===== src/rtl/uart_cfg_pkg.sv =====
// Package with the register map, field positions and trigger tables of the UART config block.
`default_nettype none
package uart_cfg_pkg;
    // ----------------------------------------------------------------
    // Register byte addresses on the AXI4-Lite bus.
    // ----------------------------------------------------------------
    localparam logic [7:0] ADDR_FIFO_CTRL = 8'h00;
    localparam logic [7:0] ADDR_LINE_CTRL = 8'h04;
    localparam logic [7:0] ADDR_FEAT_CTRL = 8'h08;
    localparam logic [7:0] ADDR_ENH_FEAT = 8'h0C;
    localparam logic [7:0] ADDR_TRIG_VAL = 8'h10;
    localparam logic [7:0] ADDR_STATUS = 8'h14;
    // ----------------------------------------------------------------
    // Field positions.
    // ----------------------------------------------------------------
    localparam int FC_EN = 0;
    localparam int FC_RX_RST = 1;
    localparam int FC_TX_RST = 2;
    localparam int FC_DMA = 3;
    localparam int FC_TX_TRG = 4;
    localparam int FC_RX_TRG = 6;
    localparam int LC_STOP = 2;
    localparam int LC_PAR_EN = 3;
    localparam int LC_PAR_EVEN = 4;
    localparam int FT_TBL = 4;
    localparam int FT_TRG_SEL = 7;
    localparam int EF_ENH = 4;
    // ----------------------------------------------------------------
    // Reset values.
    // ----------------------------------------------------------------
    localparam logic [7:0] REG_RST = 8'h00;
    localparam logic [7:0] PROG_LVL_RST = 8'h01;
    // ----------------------------------------------------------------
    // Trigger tables, indexed by the two-bit trigger code, except table A's single TX level.
    // ----------------------------------------------------------------
    typedef enum logic [1:0] {
        TBL_A = 2'b00,
        TBL_B = 2'b01,
        TBL_C = 2'b10,
        TBL_PROG = 2'b11
    } table_sel_t;
    localparam logic [7:0] TX_LVL_A = 8'h01;
    localparam logic [3:0][7:0] RX_LVL_A = {8'h0E, 8'h08, 8'h04, 8'h01};
    localparam logic [3:0][7:0] TX_LVL_B = {8'h1E, 8'h18, 8'h08, 8'h10};
    localparam logic [3:0][7:0] RX_LVL_B = {8'h1C, 8'h18, 8'h10, 8'h08};
    localparam logic [3:0][7:0] TX_LVL_C = {8'h38, 8'h20, 8'h10, 8'h08};
    localparam logic [3:0][7:0] RX_LVL_C = {8'h3C, 8'h38, 8'h10, 8'h08};
    // ----------------------------------------------------------------
    // Character format encodings and bus answers.
    // ----------------------------------------------------------------
    localparam logic [3:0] WORD_BITS_MIN = 4'h5;
    localparam logic [2:0] STOP_ONE = 3'h2;
    localparam logic [2:0] STOP_ONE_HALF = 3'h3;
    localparam logic [2:0] STOP_TWO = 3'h4;
    localparam logic [1:0] RESP_OKAY = 2'h0;
    localparam logic [1:0] RESP_SLVERR = 2'h2;
    // Character format handed to the transmitter and receiver.
    typedef struct packed {
        logic [3:0] word_bits;
        logic [2:0] stop_halves;
        logic parity_en;
        logic parity_even;
    } line_fmt_t;
    // Trigger levels in characters.
    typedef struct packed {
        logic [7:0] rx;
        logic [7:0] tx;
    } trig_t;
endpackage : uart_cfg_pkg
`default_nettype wire


===== src/rtl/uart_fifo_line_cfg.sv =====
// AXI4-Lite register block for FIFO control, trigger levels and character format.
`default_nettype none
module uart_fifo_line_cfg
    import uart_cfg_pkg::*;
(
    // Clock and reset.
    input wire logic ref_clk,
    input wire logic resetn,
    // AXI4-Lite write channels.
    input wire logic awvalid,
    output logic awready,
    input wire logic [7:0] awaddr,
    input wire logic wvalid,
    output logic wready,
    input wire logic [31:0] wdata,
    input wire logic [3:0] wstrb,
    output logic bvalid,
    input wire logic bready,
    output logic [1:0] bresp,
    // AXI4-Lite read channels.
    input wire logic arvalid,
    output logic arready,
    input wire logic [7:0] araddr,
    output logic rvalid,
    input wire logic rready,
    output logic [31:0] rdata,
    output logic [1:0] rresp,
    // FIFO levels from the data path.
    input wire logic [7:0] tx_fifo_count,
    input wire logic [7:0] rx_fifo_count,
    // Controls to the FIFOs and ready pins.
    output logic fifo_enable,
    output logic tx_fifo_reset,
    output logic rx_fifo_reset,
    output logic dma_mode,
    output trig_t trig_level,
    output logic tx_irq,
    output logic rx_irq,
    // Character format.
    output line_fmt_t line_fmt
);
    // ----------------------------------------------------------------
    // Storage.
    // ----------------------------------------------------------------
    logic aw_full_reg;        // Write address held.
    logic [7:0] aw_addr_reg;  // Held write address.
    logic w_full_reg;         // Write data held.
    logic [7:0] w_data_reg;   // Held low data byte.
    logic w_lane_reg;         // Low byte lane enabled.
    logic bvalid_reg;         // Write response pending.
    logic [1:0] bresp_reg;    // Write response code.
    logic rvalid_reg;         // Read data pending.
    logic [31:0] rdata_reg;   // Read data.
    logic [1:0] rresp_reg;    // Read response code.
    logic fifo_en_reg;        // FIFO enable.
    logic dma_reg;            // DMA mode select.
    logic [1:0] tx_code_reg;  // TX trigger code.
    logic [1:0] rx_code_reg;  // RX trigger code.
    logic tx_rst_reg;         // TX FIFO reset pulse.
    logic rx_rst_reg;         // RX FIFO reset pulse.
    logic [7:0] line_reg;     // Line control.
    logic [7:0] feat_reg;     // Feature control.
    logic [7:0] enh_reg;      // Enhanced features.
    logic [7:0] rx_prog_reg;  // Programmable RX level.
    logic [7:0] tx_prog_reg;  // Programmable TX level.
    logic [7:0] tx_prev_reg;  // TX count one cycle back.
    logic tx_over_reg;        // TX count rose above trigger since last empty.
    logic tx_irq_reg;         // TX event pulse.
    logic rx_irq_reg;         // RX level reached.
    // ----------------------------------------------------------------
    // Bus decode.
    // ----------------------------------------------------------------
    // A write goes ahead once address and data are both held and no write response is pending.
    wire do_write = aw_full_reg && w_full_reg && !bvalid_reg;
    wire wr_en = do_write && w_lane_reg;
    wire wr_fc = wr_en && (aw_addr_reg == ADDR_FIFO_CTRL);
    wire wr_lc = wr_en && (aw_addr_reg == ADDR_LINE_CTRL);
    wire wr_ft = wr_en && (aw_addr_reg == ADDR_FEAT_CTRL);
    wire wr_ef = wr_en && (aw_addr_reg == ADDR_ENH_FEAT);
    wire wr_tv = wr_en && (aw_addr_reg == ADDR_TRIG_VAL);
    wire wr_map = (aw_addr_reg == ADDR_FIFO_CTRL) || (aw_addr_reg == ADDR_LINE_CTRL)
        || (aw_addr_reg == ADDR_FEAT_CTRL) || (aw_addr_reg == ADDR_ENH_FEAT)
        || (aw_addr_reg == ADDR_TRIG_VAL) || (aw_addr_reg == ADDR_STATUS);
    wire rd_take = arvalid && arready;
    // Programming of the upper FIFO control bits needs the enable bit set.
    wire fc_prog = wr_fc && w_data_reg[FC_EN];
    // TX trigger bits are writable only with enhanced features on.
    wire tx_code_wr = fc_prog && enh_reg[EF_ENH];
    // Status byte shows the block's own state.
    wire [7:0] status_val = {3'h0, tx_over_reg, rx_irq_reg, tx_irq_reg, dma_reg, fifo_en_reg};
    // Selected programmable level shown at the trigger value address.
    wire [7:0] prog_rd = feat_reg[FT_TRG_SEL] ? tx_prog_reg : rx_prog_reg;
    logic [7:0] rd_val;
    logic rd_ok;
    // Read mux; the FIFO control location returns zero.
    always_comb begin
        rd_ok = 1'b1;
        unique case (araddr)
            ADDR_FIFO_CTRL: rd_val = REG_RST;
            ADDR_LINE_CTRL: rd_val = line_reg;
            ADDR_FEAT_CTRL: rd_val = feat_reg;
            ADDR_ENH_FEAT: rd_val = enh_reg;
            ADDR_TRIG_VAL: rd_val = prog_rd;
            ADDR_STATUS: rd_val = status_val;
            default: begin
                rd_val = REG_RST;
                rd_ok = 1'b0;
            end
        endcase
    end
    // ----------------------------------------------------------------
    // Trigger table lookup.
    // ----------------------------------------------------------------
    table_sel_t tbl;
    assign tbl = table_sel_t'(feat_reg[FT_TBL +: 2]);
    // Both directions always follow the one table now selected.
    always_comb begin
        unique case (tbl)
            TBL_A: begin
                trig_level.rx = RX_LVL_A[rx_code_reg];
                trig_level.tx = TX_LVL_A;
            end
            TBL_B: begin
                trig_level.rx = RX_LVL_B[rx_code_reg];
                trig_level.tx = TX_LVL_B[tx_code_reg];
            end
            TBL_C: begin
                trig_level.rx = RX_LVL_C[rx_code_reg];
                trig_level.tx = TX_LVL_C[tx_code_reg];
            end
            TBL_PROG: begin
                trig_level.rx = rx_prog_reg;
                trig_level.tx = tx_prog_reg;
            end
        endcase
    end
    // ----------------------------------------------------------------
    // Character format decode.
    // ----------------------------------------------------------------
    wire five_bit = (line_reg[1:0] == 2'b00);
    assign line_fmt.word_bits = WORD_BITS_MIN + {2'b00, line_reg[1:0]};
    assign line_fmt.stop_halves = !line_reg[LC_STOP] ? STOP_ONE
        : (five_bit ? STOP_ONE_HALF : STOP_TWO);
    assign line_fmt.parity_en = line_reg[LC_PAR_EN];
    assign line_fmt.parity_even = line_reg[LC_PAR_EVEN];
    // ----------------------------------------------------------------
    // FIFO level events.
    // ----------------------------------------------------------------
    wire tx_below = tx_fifo_count < trig_level.tx;
    wire tx_fall = tx_below && (tx_prev_reg >= trig_level.tx);
    wire tx_empty = (tx_fifo_count == 8'h00) && (tx_prev_reg != 8'h00) && !tx_over_reg;
    wire tx_ev = fifo_en_reg && (tx_fall || tx_empty);
    wire rx_lvl = fifo_en_reg && (rx_fifo_count >= trig_level.rx);
    // ----------------------------------------------------------------
    // Outputs.
    // ----------------------------------------------------------------
    assign awready = !aw_full_reg;
    assign wready = !w_full_reg;
    assign bvalid = bvalid_reg;
    assign bresp = bresp_reg;
    assign arready = !rvalid_reg;
    assign rvalid = rvalid_reg;
    assign rdata = rdata_reg;
    assign rresp = rresp_reg;
    assign fifo_enable = fifo_en_reg;
    assign tx_fifo_reset = tx_rst_reg;
    assign rx_fifo_reset = rx_rst_reg;
    assign dma_mode = dma_reg;
    assign tx_irq = tx_irq_reg;
    assign rx_irq = rx_irq_reg;
    // ----------------------------------------------------------------
    // Write channel: address and data taken in either order.
    // ----------------------------------------------------------------
    always_ff @(posedge ref_clk or negedge resetn) begin
        if (!resetn) begin
            aw_full_reg <= 1'b0;
            aw_addr_reg <= REG_RST;
            w_full_reg <= 1'b0;
            w_data_reg <= REG_RST;
            w_lane_reg <= 1'b0;
        end else begin
            // Holds empty when the write is carried out.
            if (awvalid && awready) begin
                aw_full_reg <= 1'b1;
                aw_addr_reg <= awaddr;
            end else if (do_write) begin
                aw_full_reg <= 1'b0;
            end
            if (wvalid && wready) begin
                w_full_reg <= 1'b1;
                w_data_reg <= wdata[7:0];
                w_lane_reg <= wstrb[0];
            end else if (do_write) begin
                w_full_reg <= 1'b0;
            end
        end
    end
    // Write response and read answer.
    always_ff @(posedge ref_clk or negedge resetn) begin
        if (!resetn) begin
            bvalid_reg <= 1'b0;
            bresp_reg <= RESP_OKAY;
            rvalid_reg <= 1'b0;
            rdata_reg <= 32'h0000_0000;
            rresp_reg <= RESP_OKAY;
        end else begin
            if (do_write) begin
                bvalid_reg <= 1'b1;
                bresp_reg <= wr_map ? RESP_OKAY : RESP_SLVERR;
            end else if (bready) begin
                bvalid_reg <= 1'b0;
            end
            if (rd_take) begin
                rvalid_reg <= 1'b1;
                rdata_reg <= {24'h00_0000, rd_val};
                rresp_reg <= rd_ok ? RESP_OKAY : RESP_SLVERR;
            end else if (rready) begin
                rvalid_reg <= 1'b0;
            end
        end
    end
    // ----------------------------------------------------------------
    // FIFO control register; reset bits are one-cycle pulses.
    // ----------------------------------------------------------------
    always_ff @(posedge ref_clk or negedge resetn) begin
        if (!resetn) begin
            fifo_en_reg <= 1'b0;
            dma_reg <= 1'b0;
            tx_code_reg <= 2'b00;
            rx_code_reg <= 2'b00;
            tx_rst_reg <= 1'b0;
            rx_rst_reg <= 1'b0;
        end else begin
            tx_rst_reg <= fc_prog && w_data_reg[FC_TX_RST];
            rx_rst_reg <= fc_prog && w_data_reg[FC_RX_RST];
            if (wr_fc) begin
                fifo_en_reg <= w_data_reg[FC_EN];
            end
            // Other bits change only when the written enable bit is one.
            if (fc_prog) begin
                dma_reg <= w_data_reg[FC_DMA];
                rx_code_reg <= w_data_reg[FC_RX_TRG +: 2];
            end
            if (tx_code_wr) begin
                tx_code_reg <= w_data_reg[FC_TX_TRG +: 2];
            end
        end
    end
    // ----------------------------------------------------------------
    // Line, feature, enhanced and programmable level registers.
    // ----------------------------------------------------------------
    always_ff @(posedge ref_clk or negedge resetn) begin
        if (!resetn) begin
            line_reg <= REG_RST;
            feat_reg <= REG_RST;
            enh_reg <= REG_RST;
            rx_prog_reg <= PROG_LVL_RST;
            tx_prog_reg <= PROG_LVL_RST;
        end else begin
            if (wr_lc) line_reg <= w_data_reg;
            if (wr_ft) feat_reg <= w_data_reg;
            if (wr_ef) enh_reg <= w_data_reg;
            // The select bit decides which level the write lands in.
            if (wr_tv && feat_reg[FT_TRG_SEL]) tx_prog_reg <= w_data_reg;
            if (wr_tv && !feat_reg[FT_TRG_SEL]) rx_prog_reg <= w_data_reg;
        end
    end
    // ----------------------------------------------------------------
    // Trigger event tracking.
    // ----------------------------------------------------------------
    always_ff @(posedge ref_clk or negedge resetn) begin
        if (!resetn) begin
            tx_prev_reg <= 8'h00;
            tx_over_reg <= 1'b0;
            tx_irq_reg <= 1'b0;
            rx_irq_reg <= 1'b0;
        end else begin
            tx_prev_reg <= tx_fifo_count;
            // Refill above trigger suppresses the plain empty event.
            if (tx_fifo_count > trig_level.tx) begin
                tx_over_reg <= 1'b1;
            end else if (tx_fifo_count == 8'h00) begin
                tx_over_reg <= 1'b0;
            end
            tx_irq_reg <= tx_ev;
            rx_irq_reg <= rx_lvl;
        end
    end
    // ----------------------------------------------------------------
    // Checks.
    // ----------------------------------------------------------------
    txrst_pulse_a: assert property (@(posedge ref_clk) disable iff (!resetn)
        tx_fifo_reset |=> !tx_fifo_reset) else $error("TX FIFO reset held too long");
    dma_follow_a: assert property (@(posedge ref_clk) disable iff (!resetn)
        fc_prog |=> dma_mode == $past(w_data_reg[FC_DMA])) else $error("DMA select not taken");
    tx_cause_a: assert property (@(posedge ref_clk) disable iff (!resetn)
        tx_irq |-> $past(fifo_en_reg) && ($past(tx_fifo_count) < $past(trig_level.tx)))
        else $error("TX event without cause");
    rx_cause_a: assert property (@(posedge ref_clk) disable iff (!resetn)
        $rose(rx_irq) |-> $past(rx_fifo_count) >= $past(trig_level.rx))
        else $error("RX event below trigger");
    table_one_a: assert property (@(posedge ref_clk) disable iff (!resetn)
        (tbl == TBL_A) |-> (trig_level.tx == TX_LVL_A)) else $error("Table one TX level wrong");
    fc_read_a: assert property (@(posedge ref_clk) disable iff (!resetn)
        rd_take && (araddr == ADDR_FIFO_CTRL) |=> rdata == 32'h0000_0000)
        else $error("FIFO control read returned data");
    word_len_a: assert property (@(posedge ref_clk) disable iff (!resetn)
        wr_lc ##1 !wr_lc
        |=> line_fmt.word_bits == WORD_BITS_MIN + {2'b00, $past(w_data_reg[1:0], 2)})
        else $error("Word length not as written");
    stop_len_a: assert property (@(posedge ref_clk) disable iff (!resetn)
        (line_fmt.stop_halves == STOP_ONE_HALF) |-> (line_fmt.word_bits == WORD_BITS_MIN))
        else $error("Half stop bit with long word");
endmodule : uart_fifo_line_cfg
`default_nettype wire


===== config.mk =====
export PLATFORM = sky130hd
export DESIGN_NAME = uart_fifo_line_cfg
export DESIGN_NICKNAME = d
export VERILOG_FILES = /design/src/rtl/uart_cfg_pkg.sv /design/src/rtl/uart_fifo_line_cfg.sv
export SDC_FILE = /design/constraint.sdc
export NUM_CORES = 1
export LEC_CHECK = 0
export BUFFER_PORTS_ARGS = -buffer_cell sky130_fd_sc_hd__buf_2
export CORE_ASPECT_RATIO = 1.5
export CORE_MARGIN = 8
export CORE_UTILIZATION = 50
export CTS_BUF_LIST = sky130_fd_sc_hd__clkbuf_8
export CTS_CLUSTER_DIAMETER = 200
export DETAILED_ROUTE_END_ITERATION = 8
export PLACE_DENSITY_LB_ADDON = 0.2
export SLEW_MARGIN = 15
export SYNTH_ARGS = -nofsm -noshare
export SYNTH_HDL_FRONTEND = slang
export SYNTH_SLANG_ARGS = --single-unit

===== constraint.sdc =====
create_clock -name ref_clk -period 5.65 [get_ports ref_clk]
set_input_delay 0.565 -clock ref_clk [delete_from_list [all_inputs] [get_ports ref_clk]]
set_output_delay 0.565 -clock ref_clk [all_outputs]
set_load 0.005 [all_outputs]

; After elaboration in Yosys (flattened, before gate mapping)
; Index checks and enable logic that the tools add are counted.
[totals]
memories = 0
latch_bits = 0
inputBits = 75
mem_bits_ro = 0
ramBits = 0
reg_bits = 92
elab_cells = 118
[classes]
reduce_logical = 46
addsub = 1
n_shift = 0
order_cmp = 6
n_bitwise = 0
div_mod_pow = 0
muxes = 27
n_eq_ne = 13
multipliers = 0
[ops]
columns = cell, n
row1 = binary-select mux 8 bit (select 2 bit), 5
row2 = one-hot mux 16 bit (4 select lines), 1
row3 = 2-to-1 mux 8 bit, 6
row4 = one-hot mux 8 bit (5 select lines), 1
row5 = "== test 8 x 4 -> 1 bit, second input constant", 4
row6 = "== test 8 x 5 -> 1 bit, second input constant", 4
row7 = zero test 8 bit, 3
row8 = logical AND 1 bit, 22
row9 = "== test 8 x 3 -> 1 bit, second input constant", 2
row10 = greater-or-equal comparator 8 bit, 2
row11 = 2-to-1 mux 1 bit, 10
row12 = nonzero test 2 bit, 5
row13 = greater-than comparator 8 bit, 1
row14 = < comparator 8 bit, 1
row15 = nonzero test 8 bit, 1
row16 = zero test 1 bit, 6
row17 = logical OR 1 bit, 6
row18 = "< comparator 2 x 3 -> 1 bit, second input constant", 2
row19 = 2-to-1 mux 3 bit, 2
row20 = OR reduction 6 bit, 1
row21 = "adder 3 x 2 -> 4 bit, first input constant", 1
row22 = "== test 2 bit, second input constant", 2
row23 = zero test 2 bit, 2
row24 = 2-to-1 mux 2 bit, 2
row25 = "== test 2 x 1 -> 1 bit, second input constant", 1

; Longest topological paths before layout
; Gate-level depths: netlist of run 1.
[logic_depth]
word_depth = 7
depth_mapped = 10
depth_no_buf = 10

; Worst setup path before layout of run 1
; Ideal clock, no wire load.
[synth_path]
path_kind = register to register
start = register feat_reg[5]
end = register tx_irq_reg (netlist: tx_irq)
arrival_time_ns = 2.087
path_buffers = 0
path_stages_with_launch = 10
period_less_slack_ns = 2.212
setup_time_ns = 0.125
setup_slack_ns = 3.438
path_cell_list = dfrtp_1 -> clkinv_1 -> nor2_1 -> nand2_1 -> o21ai_0 -> ha_1 -> nand2b_1 -> a2111oi_0 -> o31a_1 -> o22ai_1
[synth_lines]
columns = element, line_no
row1 = start: declaration, uart_fifo_line_cfg.sv:62  ; logic [7:0] feat_reg;
row2 = start signal: assignment, uart_fifo_line_cfg.sv:261  ; if (wr_ft) feat_reg <= w_data_reg;
row3 = end signal: assignment, uart_fifo_line_cfg.sv:285  ; tx_irq_reg <= tx_ev;
row4 = end: declaration, uart_fifo_line_cfg.sv:68  ; logic tx_irq_reg;

; Worst setup path after layout of run 1
[layout_path]
start = register feat_reg[5]
end = register tx_irq_reg (netlist: tx_irq)
[layout_between]
elab_chain_cells = 6
word_cells_on_any_way = 10
[layout_rtl]
columns = element, line_no
row1 = == test 2 bit (tied with other cells), uart_fifo_line_cfg.sv:118  ; unique case (tbl)
row2 = one-hot mux 16 bit (4 select lines) *, uart_fifo_line_cfg.sv:118
row3 = < comparator 8 bit / greater-or-equal comparator 8 bit (equally long branches), "uart_fifo_line_cfg.sv:149, uart_fifo_line_cfg.sv:150"
row4 = logical AND 1 bit *, uart_fifo_line_cfg.sv:150  ; wire tx_fall = tx_below && (tx_prev_reg >= trig_level.tx);
row5 = logical OR 1 bit *, uart_fifo_line_cfg.sv:152  ; wire tx_ev = fifo_en_reg && (tx_fall || tx_empty);
row6 = logical AND 1 bit *, uart_fifo_line_cfg.sv:152
row7 = net tx_ev, uart_fifo_line_cfg.sv:152
; The timed path passes the listed nets; every way through them passes the cells marked *.
; A chain may end at the register's enable or synchronous reset.

==> results of run 1 <==
-- routing by layer --
layer  routed length [um]  GRT usage (%)  part of all wire [%]  up-vias
met5                    0              0                     0        -
met4                  434           8.58                   3.7        0
met3                  765           5.07                   6.5       23
met2                 6020           30.3                    51      131
met1                 4640           20.0                    39     1765
li1                     -              -                     -     1687
-- cells by family (layout without fill, tap and decap cells) --
family                   after synthesis  count (layout)  share of synthesized area, %
buffers and inverters                 68             138                          7.66
other                                  1              26                        0.0765
AND/OR/NAND/NOR                       89              89                          10.2
AO/OA/AOI/OAI                         76              76                          10.7
adder cells (fa/ha/maj)               30              30                          7.60
flip-flops                            90              90                          46.0
multiplexers                          78              78                          17.8
-- cells in the mapped netlist (all sizes together) (2+ instances only) --
master,n
inv,27
and3,4
a21oi,8
and4,2
a32oi,6
nand3b,2
nor4b,2
nor4,4
mux2i,5
o21a,6
a211oi,2
and2,4
nand2b,3
nand2,31
o21ai,19
nor2b,9
a22oi,9
nand4,3
nor3,4
buf,31
a21o,5
a31oi,2
a22o,2
clkbuf,9
mux2,73
o22ai,3
or3,2
o211ai,3
o2bb2ai,3
ha,29
dfrtp,88
nand3,4
dfstp,2
nor2,11
-- where the power goes --
group | leakage, nW | switching [mW] | internal (mW)
clock | 0.0869 | 0.222 | 0.168
combinational | 1.52 | 0.171 | 0.197
sequential | 1.17 | 0.157 | 0.761
total | 2.77 | 0.550 | 1.13
-- through the flow --
| stage | instances | hold slack (ns) |
|---|---|---|
| 5_1_grt | 642 | 0.0978 |
| 3_5_place_dp | 626 | 0.469 |
| 2_1_floorplan | 457 | 0.269 |
| 4_1_cts | 642 | 0.0862 |
| 3_3_place_gp | 626 | 0.472 |
| 6_report | 642 | 0.0775 |
-- worst max-delay path: stages, from the launching register on --
cell,delay (ns)
dfrtp_1,0.54
clkinv_1,0.32
nor2_1,0.46
nand2_1,0.11
o21ai_0,0.19
ha_1,0.31
nand2b_1,0.13
a2111oi_0,0.70
o31a_1,0.23
o22ai_1,0.10
-- worst max-delay path by stage --
stage | from | to | slack [ns] | cells after the start
final | feat_reg[5]$_DFFE_PN0P_ | tx_irq$_DFF_PN0_ | 2.44 | 9
after CTS | feat_reg[5]$_DFFE_PN0P_ | tx_irq$_DFF_PN0_ | 2.43 | 9
after detailed placement | feat_reg[5]$_DFFE_PN0P_ | tx_irq$_DFF_PN0_ | 2.47 | 9
after floorplan | feat_reg[5]$_DFFE_PN0P_ | tx_irq$_DFF_PN0_ | 3.44 | 9
after global routing | feat_reg[5]$_DFFE_PN0P_ | tx_irq$_DFF_PN0_ | 2.30 | 9
after global placement | feat_reg[5]$_DFFE_PN0P_ | tx_irq$_DFF_PN0_ | 2.59 | 9
-- final cells by class --
class	instances	share of cell area (%)
multi-input combinational	299	42.9
sequential	90	40.9
timing repair buffer	94	8.61
tap	115	2.61
clock buffer	10	2.49
inverter	28	1.90
clock inverter	6	0.635
==> metrics.yaml, run 1 <==
place:
  dp_slack_ns: 2.47
  port-buffer-count: 93
  post-dp-hpwl_mm: 9.40
  place_congestion: 0.871
  placed_cell_area_mm2: 0.00535
die:
  fp.dieH_um: 137
  rows: 44
  core-area_mm2: 0.00963
  fp.dieArea_mm2: 0.0133
  dieWidth_um: 96.9
  floorplan.io_pins: 147
  initial_utilization_pct: 50.9
routing:
  finalWirelength_mm: 11.9
  vias: 3606
  routedWlPerCell_um: 18.5
  drtAntennaViolNets: 0
  viasPerCell: 5.62
  dr.first_iter.drc_count: 208
  drc: 0
  firstDrtPassIters: 4
sta:
  rsz_0062_raised_after_global_routing: "false"
  fmax_achieved_mhz: 311
  setup_ws_ns: 2.44
  fin_crit_ns: 3.21
  worst_slew_pin_slew_ns: 0.834
  timing.max_slew.rel_slack_pct: 44.4
  timing_max_transition_violations_final: 0
  totalNegativeSetupSlack_ns: 0
  setup_violations: 0
  finalHoldViolations: 0
  final_worst_path_cycle_share_pct: 56.9
  clock_skew_ns: 0.00937
setup_path:
  setup.worst_path.end_class: "register"
  worst_r2r_startpoint: "feat_reg[5]$_DFFE_PN0P_"
  regToRegSetupSlack_ns: 2.44
  timing.critical_path.from_type: "register"
  cp_max_fo: 11
  critPathKind: "register to register"
  worst_r2r_path_depth: 9
  arrival_ns: 3.45
  crit-reg2reg-capture: "tx_irq$_DFF_PN0_"
  critPathRequiredTime_ns: 5.88
grt:
  grt_max_degree: 68
  global_route_wire_length_before_repair_mm: 18.9
  overflow: 0
  first_global_vias: 3654
  grtUsageTotal_pct: 17.7
  initial_antenna_violation_count: 0
finish:
  multi_input_area_mm2: 0.00237
  final_core_utilization_pct: 57.3
  final_nets: 626
  layout.filler_cells: 851
  antenna_cells_inserted: 0
  register_area_mm2: 0.00225
  areaGrowthSynthToFinish_pct: 12.6
  final_layout_size_suffix_gt1_share_pct: 36.4
  final_cell_mix: "92 x buf_2, 88 x dfrtp_1, 73 x mux2_2"
  final_common_cell: "buf_2"
  finish.instance_area_mm2: 0.00552
pwr:
  totalPowerFinal_mw: 1.67
  power_leakage_nw: 2.77
  max-vdd-ir-drop_uv: 288
  powerDensity_mw_per_mm2: 303
yosys:
  post-synth-top-area-fraction_pct: 44.9
  netlist_instances: 432
  synth.yosys.seq_area_share_pct: 46.0
  yosysWarnings: 0
  total_of_flip_flops_plus_latches_after_synthesis: 90
  synth_enable_flop_cells: 0
  synth_flop_cell: "dfrtp_1"
  synth_area_leader_cell: "dfrtp_1"
  async_flop_share_pct: 100
  post_synth_main_area_contributors: "dfrtp_1 45%, mux2_2 17%, ha_1 7.4%"
  mean_post_synth_cell_area_um2: 11.4
  post_synth_instance_area_mm2: 0.00490
  synth.distinct_cells: 54
clocking:
  setup_repair_bufs_after_cts: 0
  cts_hold_repair.buffers: 0
  max-clock-path-buffers: 2
  cts_root_buffer: "clkbuf_8"
  tritoncts: "built"
  clkSlewWorstSetupHoldPaths_ns: 0.09
  cts-resized-gates: 0
  cts.htree.levels: 3
  clkSinkCount: 90
  clkLatencyLatePin_ns: 0.37
  cts-buffers-inserted: 9
job:
  max-cap-violations: 0
outcome:
  status: "complete, no violations"
worst_hold_path:
  min_path_type: "input port to asynchronous set/reset pin"
(Power assumes the default switching activity.)
==> run 2: changes to the inputs <==
Settings changed: ABC_AREA from default to 1, CORE_UTILIZATION 50 to 49.
Clock period 5.65 ns to 2.8 ns, I/O delays scaled along.
==> metrics.yaml, run 2 <==
clocking:
  cts-buffers-inserted: 9
  max-clock-path-buffers: 2
  clkSlewWorstSetupHoldPaths_ns: 0.09
  cts_hold_repair.buffers: 0
  clkLatencyLatePin_ns: 0.36
  cts.htree.levels: 3
  cts-resized-gates: 0
  setup_repair_bufs_after_cts: 0
  cts_root_buffer: "clkbuf_8"
  tritoncts: "built"
  clkSinkCount: 90
yosys:
  synth_area_leader_cell: "dfrtp_1"
  yosysWarnings: 0
  synth.yosys.seq_area_share_pct: 44.5
  synth_most_common_cell: "nand2_1"
  synth_enable_flop_cells: 0
  netlist_instances: 620
  mean_post_synth_cell_area_um2: 8.18
  synth.distinct_cells: 38
  total_of_flip_flops_plus_latches_after_synthesis: 90
  async_flop_share_pct: 100
  post-synth-top-area-fraction_pct: 43.4
  synth_flop_cell: "dfrtp_1"
  synth_common_cells: "134 x nand2_1, 88 x dfrtp_1, 68 x inv_1"
  post_synth_instance_area_mm2: 0.00507
  post_synth_main_area_contributors: "dfrtp_1 43%, nand2_1 9.9%, ha_1 7.2%"
setup_path:
  regToRegSetupSlack_ns: 0.39
  timing.critical_path.slowest_stage_cell: "a221oi_1"
  timing.critical_path.from_type: "register"
  critPathRequiredTime_ns: 3.08
  worst_r2r_startpoint: "feat_reg[4]$_DFFE_PN0P_"
  arrival_ns: 2.69
  crit-reg2reg-capture: "tx_irq$_DFF_PN0_"
  max_stage_delay_ns: 0.53
  critPathKind: "register to register"
  setup.worst_path.end_class: "register"
  worst_r2r_path_depth: 9
  cp_max_fo: 13
  worstPathCellList: "nand2_1, inv_2, a221oi_1, ha_1, nand2_1, nor2_1, a21oi_1, nand2_1, a21oi_1"
  crit_path_frequent_cell: "nand2_1"
outcome:
  violations: "hold timing"
  status: "finished with violations"
die:
  fp.dieH_um: 141
  dieWidth_um: 99.1
  fp.dieArea_mm2: 0.0139
  rows: 45
  core-area_mm2: 0.0101
  floorplan.io_pins: 147
  initial_utilization_pct: 50.3
sta:
  totalNegativeSetupSlack_ns: 0
  setup_violations: 0
  whs_ns: -0.0407
  fmax_achieved_mhz: 415
  fin_crit_ns: 2.41
  setup_ws_ns: 0.390
  finalHoldViolations: 30
  timing_max_transition_violations_final: 0
  timing.max_slew.rel_slack_pct: 46.6
  rsz_0062_raised_after_global_routing: "false"
  worst_slew_pin_slew_ns: 0.800
  clock_skew_ns: 0.00527
  final_worst_path_cycle_share_pct: 86.1
routing:
  viasPerCell: 5.04
  routedWlPerCell_um: 14.5
  drtAntennaViolNets: 0
  dr.first_iter.drc_count: 213
  vias: 4186
  finalWirelength_mm: 12.0
  drc: 0
  firstDrtPassIters: 5
pwr:
  powerDensity_mw_per_mm2: 585
  power_leakage_nw: 3.02
  max-vdd-ir-drop_uv: 497
place:
  placed_cell_area_mm2: 0.00550
  place_inst: 814
  place_congestion: 0.848
  dp_slack_ns: 0.410
  post-dp-hpwl_mm: 9.51
  port-buffer-count: 93
finish:
  antenna_cells_inserted: 0
  final_cell_mix: "134 x nand2_1, 92 x buf_2, 88 x dfrtp_1"
  final_nets: 812
  register_area_mm2: 0.00225
  finish.instance_area_mm2: 0.00567
  layout.filler_cells: 949
  final_common_cell: "nand2_1"
  areaGrowthSynthToFinish_pct: 11.9
  multi_input_area_mm2: 0.00230
  final_layout_size_suffix_gt1_share_pct: 22.3
  fin_cells: 830
grt:
  grtUsageTotal_pct: 17.5
  overflow: 0
  grt_max_degree: 91
  global_route_wire_length_before_repair_mm: 19.6
  first_global_vias: 4097
  initial_antenna_violation_count: 0
job:
  max-cap-violations: 0
worst_hold_path:
  min_path_type: "input port to asynchronous set/reset pin"
## run 2: power breakdown
| group | leakage, nW | switching, mW | total [mW] | internal, mW |
|---|---|---|---|---|
| clock network | 0.0864 | 0.487 | 0.816 | 0.329 |
| logic | 1.77 | 0.587 | 0.856 | 0.269 |
| registers | 1.16 | 0.137 | 1.65 | 1.51 |
| total | 3.02 | 1.21 | 3.32 | 2.11 |
## run 2: layout make-up
type                    count  area share [%]
repair buffers             94            8.45
multi-input cells         429            40.6
flip-flops and latches     90            39.7
well taps                 117            2.58
clock inverters             7           0.904
clock buffers               9            2.18
inverters                  84            5.56
## run 2: critical path, delay by kind of cell (launching register included)
kind / cells / cell delay [ns]
adders and majority gates: 1 / 0.33
and+or+nand+nor: 4 / 0.55
buffers and inverters: 1 / 0.14
DFF: 1 / 0.46
AOI/OAI and AO/OA: 3 / 0.85
## run 2: routing by layer
layer / vias to the layer above / share of wire, % / track usage [%]
li1: 2117 / - / -
met1: 1949 / 41 / 20.1
met2: 107 / 53 / 31.1
met3: 13 / 5.0 / 3.60
met4: 0 / 1.6 / 6.33
met5: - / 0 / 0
## run 2: stage by stage
| step | power (mW) | util (%) | hold slack, ns |
|---|---|---|---|
| after floorplan | 2.25 | - | -0.0156 |
| after global placement | 2.51 | 54.5 | 0.422 |
| after detailed placement | 2.55 | 54.5 | 0.420 |
| after CTS | 3.36 | 56.3 | 0.0318 |
| after global routing | 3.53 | 56.3 | 0.0282 |
| final | 3.32 | 56.3 | -0.0407 |
## run 2: how the worst max path moves through the flow
| stage | endpoint | cells after the start | start | slack (ns) |
|---|---|---|---|---|
| floorplan | tx_irq$_DFF_PN0_ | 14 | tx_code_reg[0]$_DFFE_PN0P_ | 0.88 |
| global placement | tx_irq$_DFF_PN0_ | 9 | feat_reg[4]$_DFFE_PN0P_ | 0.49 |
| detailed placement | tx_irq$_DFF_PN0_ | 9 | feat_reg[5]$_DFFE_PN0P_ | 0.41 |
| CTS | tx_irq$_DFF_PN0_ | 9 | feat_reg[5]$_DFFE_PN0P_ | 0.40 |
| global route | tx_irq$_DFF_PN0_ | 15 | feat_reg[4]$_DFFE_PN0P_ | 0.12 |
| finish | tx_irq$_DFF_PN0_ | 9 | feat_reg[4]$_DFFE_PN0P_ | 0.39 |
## run 2: logic make-up (layout without fill, tap and decap cells)
family	count (synthesis)	after routing	share of synthesized area, %
and+or+nand+nor	269	269	23.9
buffers and inverters	126	194	11.9
AOI/OAI and AO/OA	101	101	11.6
DFF	90	90	44.5
adders and majority gates	29	29	7.16
muxes	4	4	0.888
other	1	26	0.0740
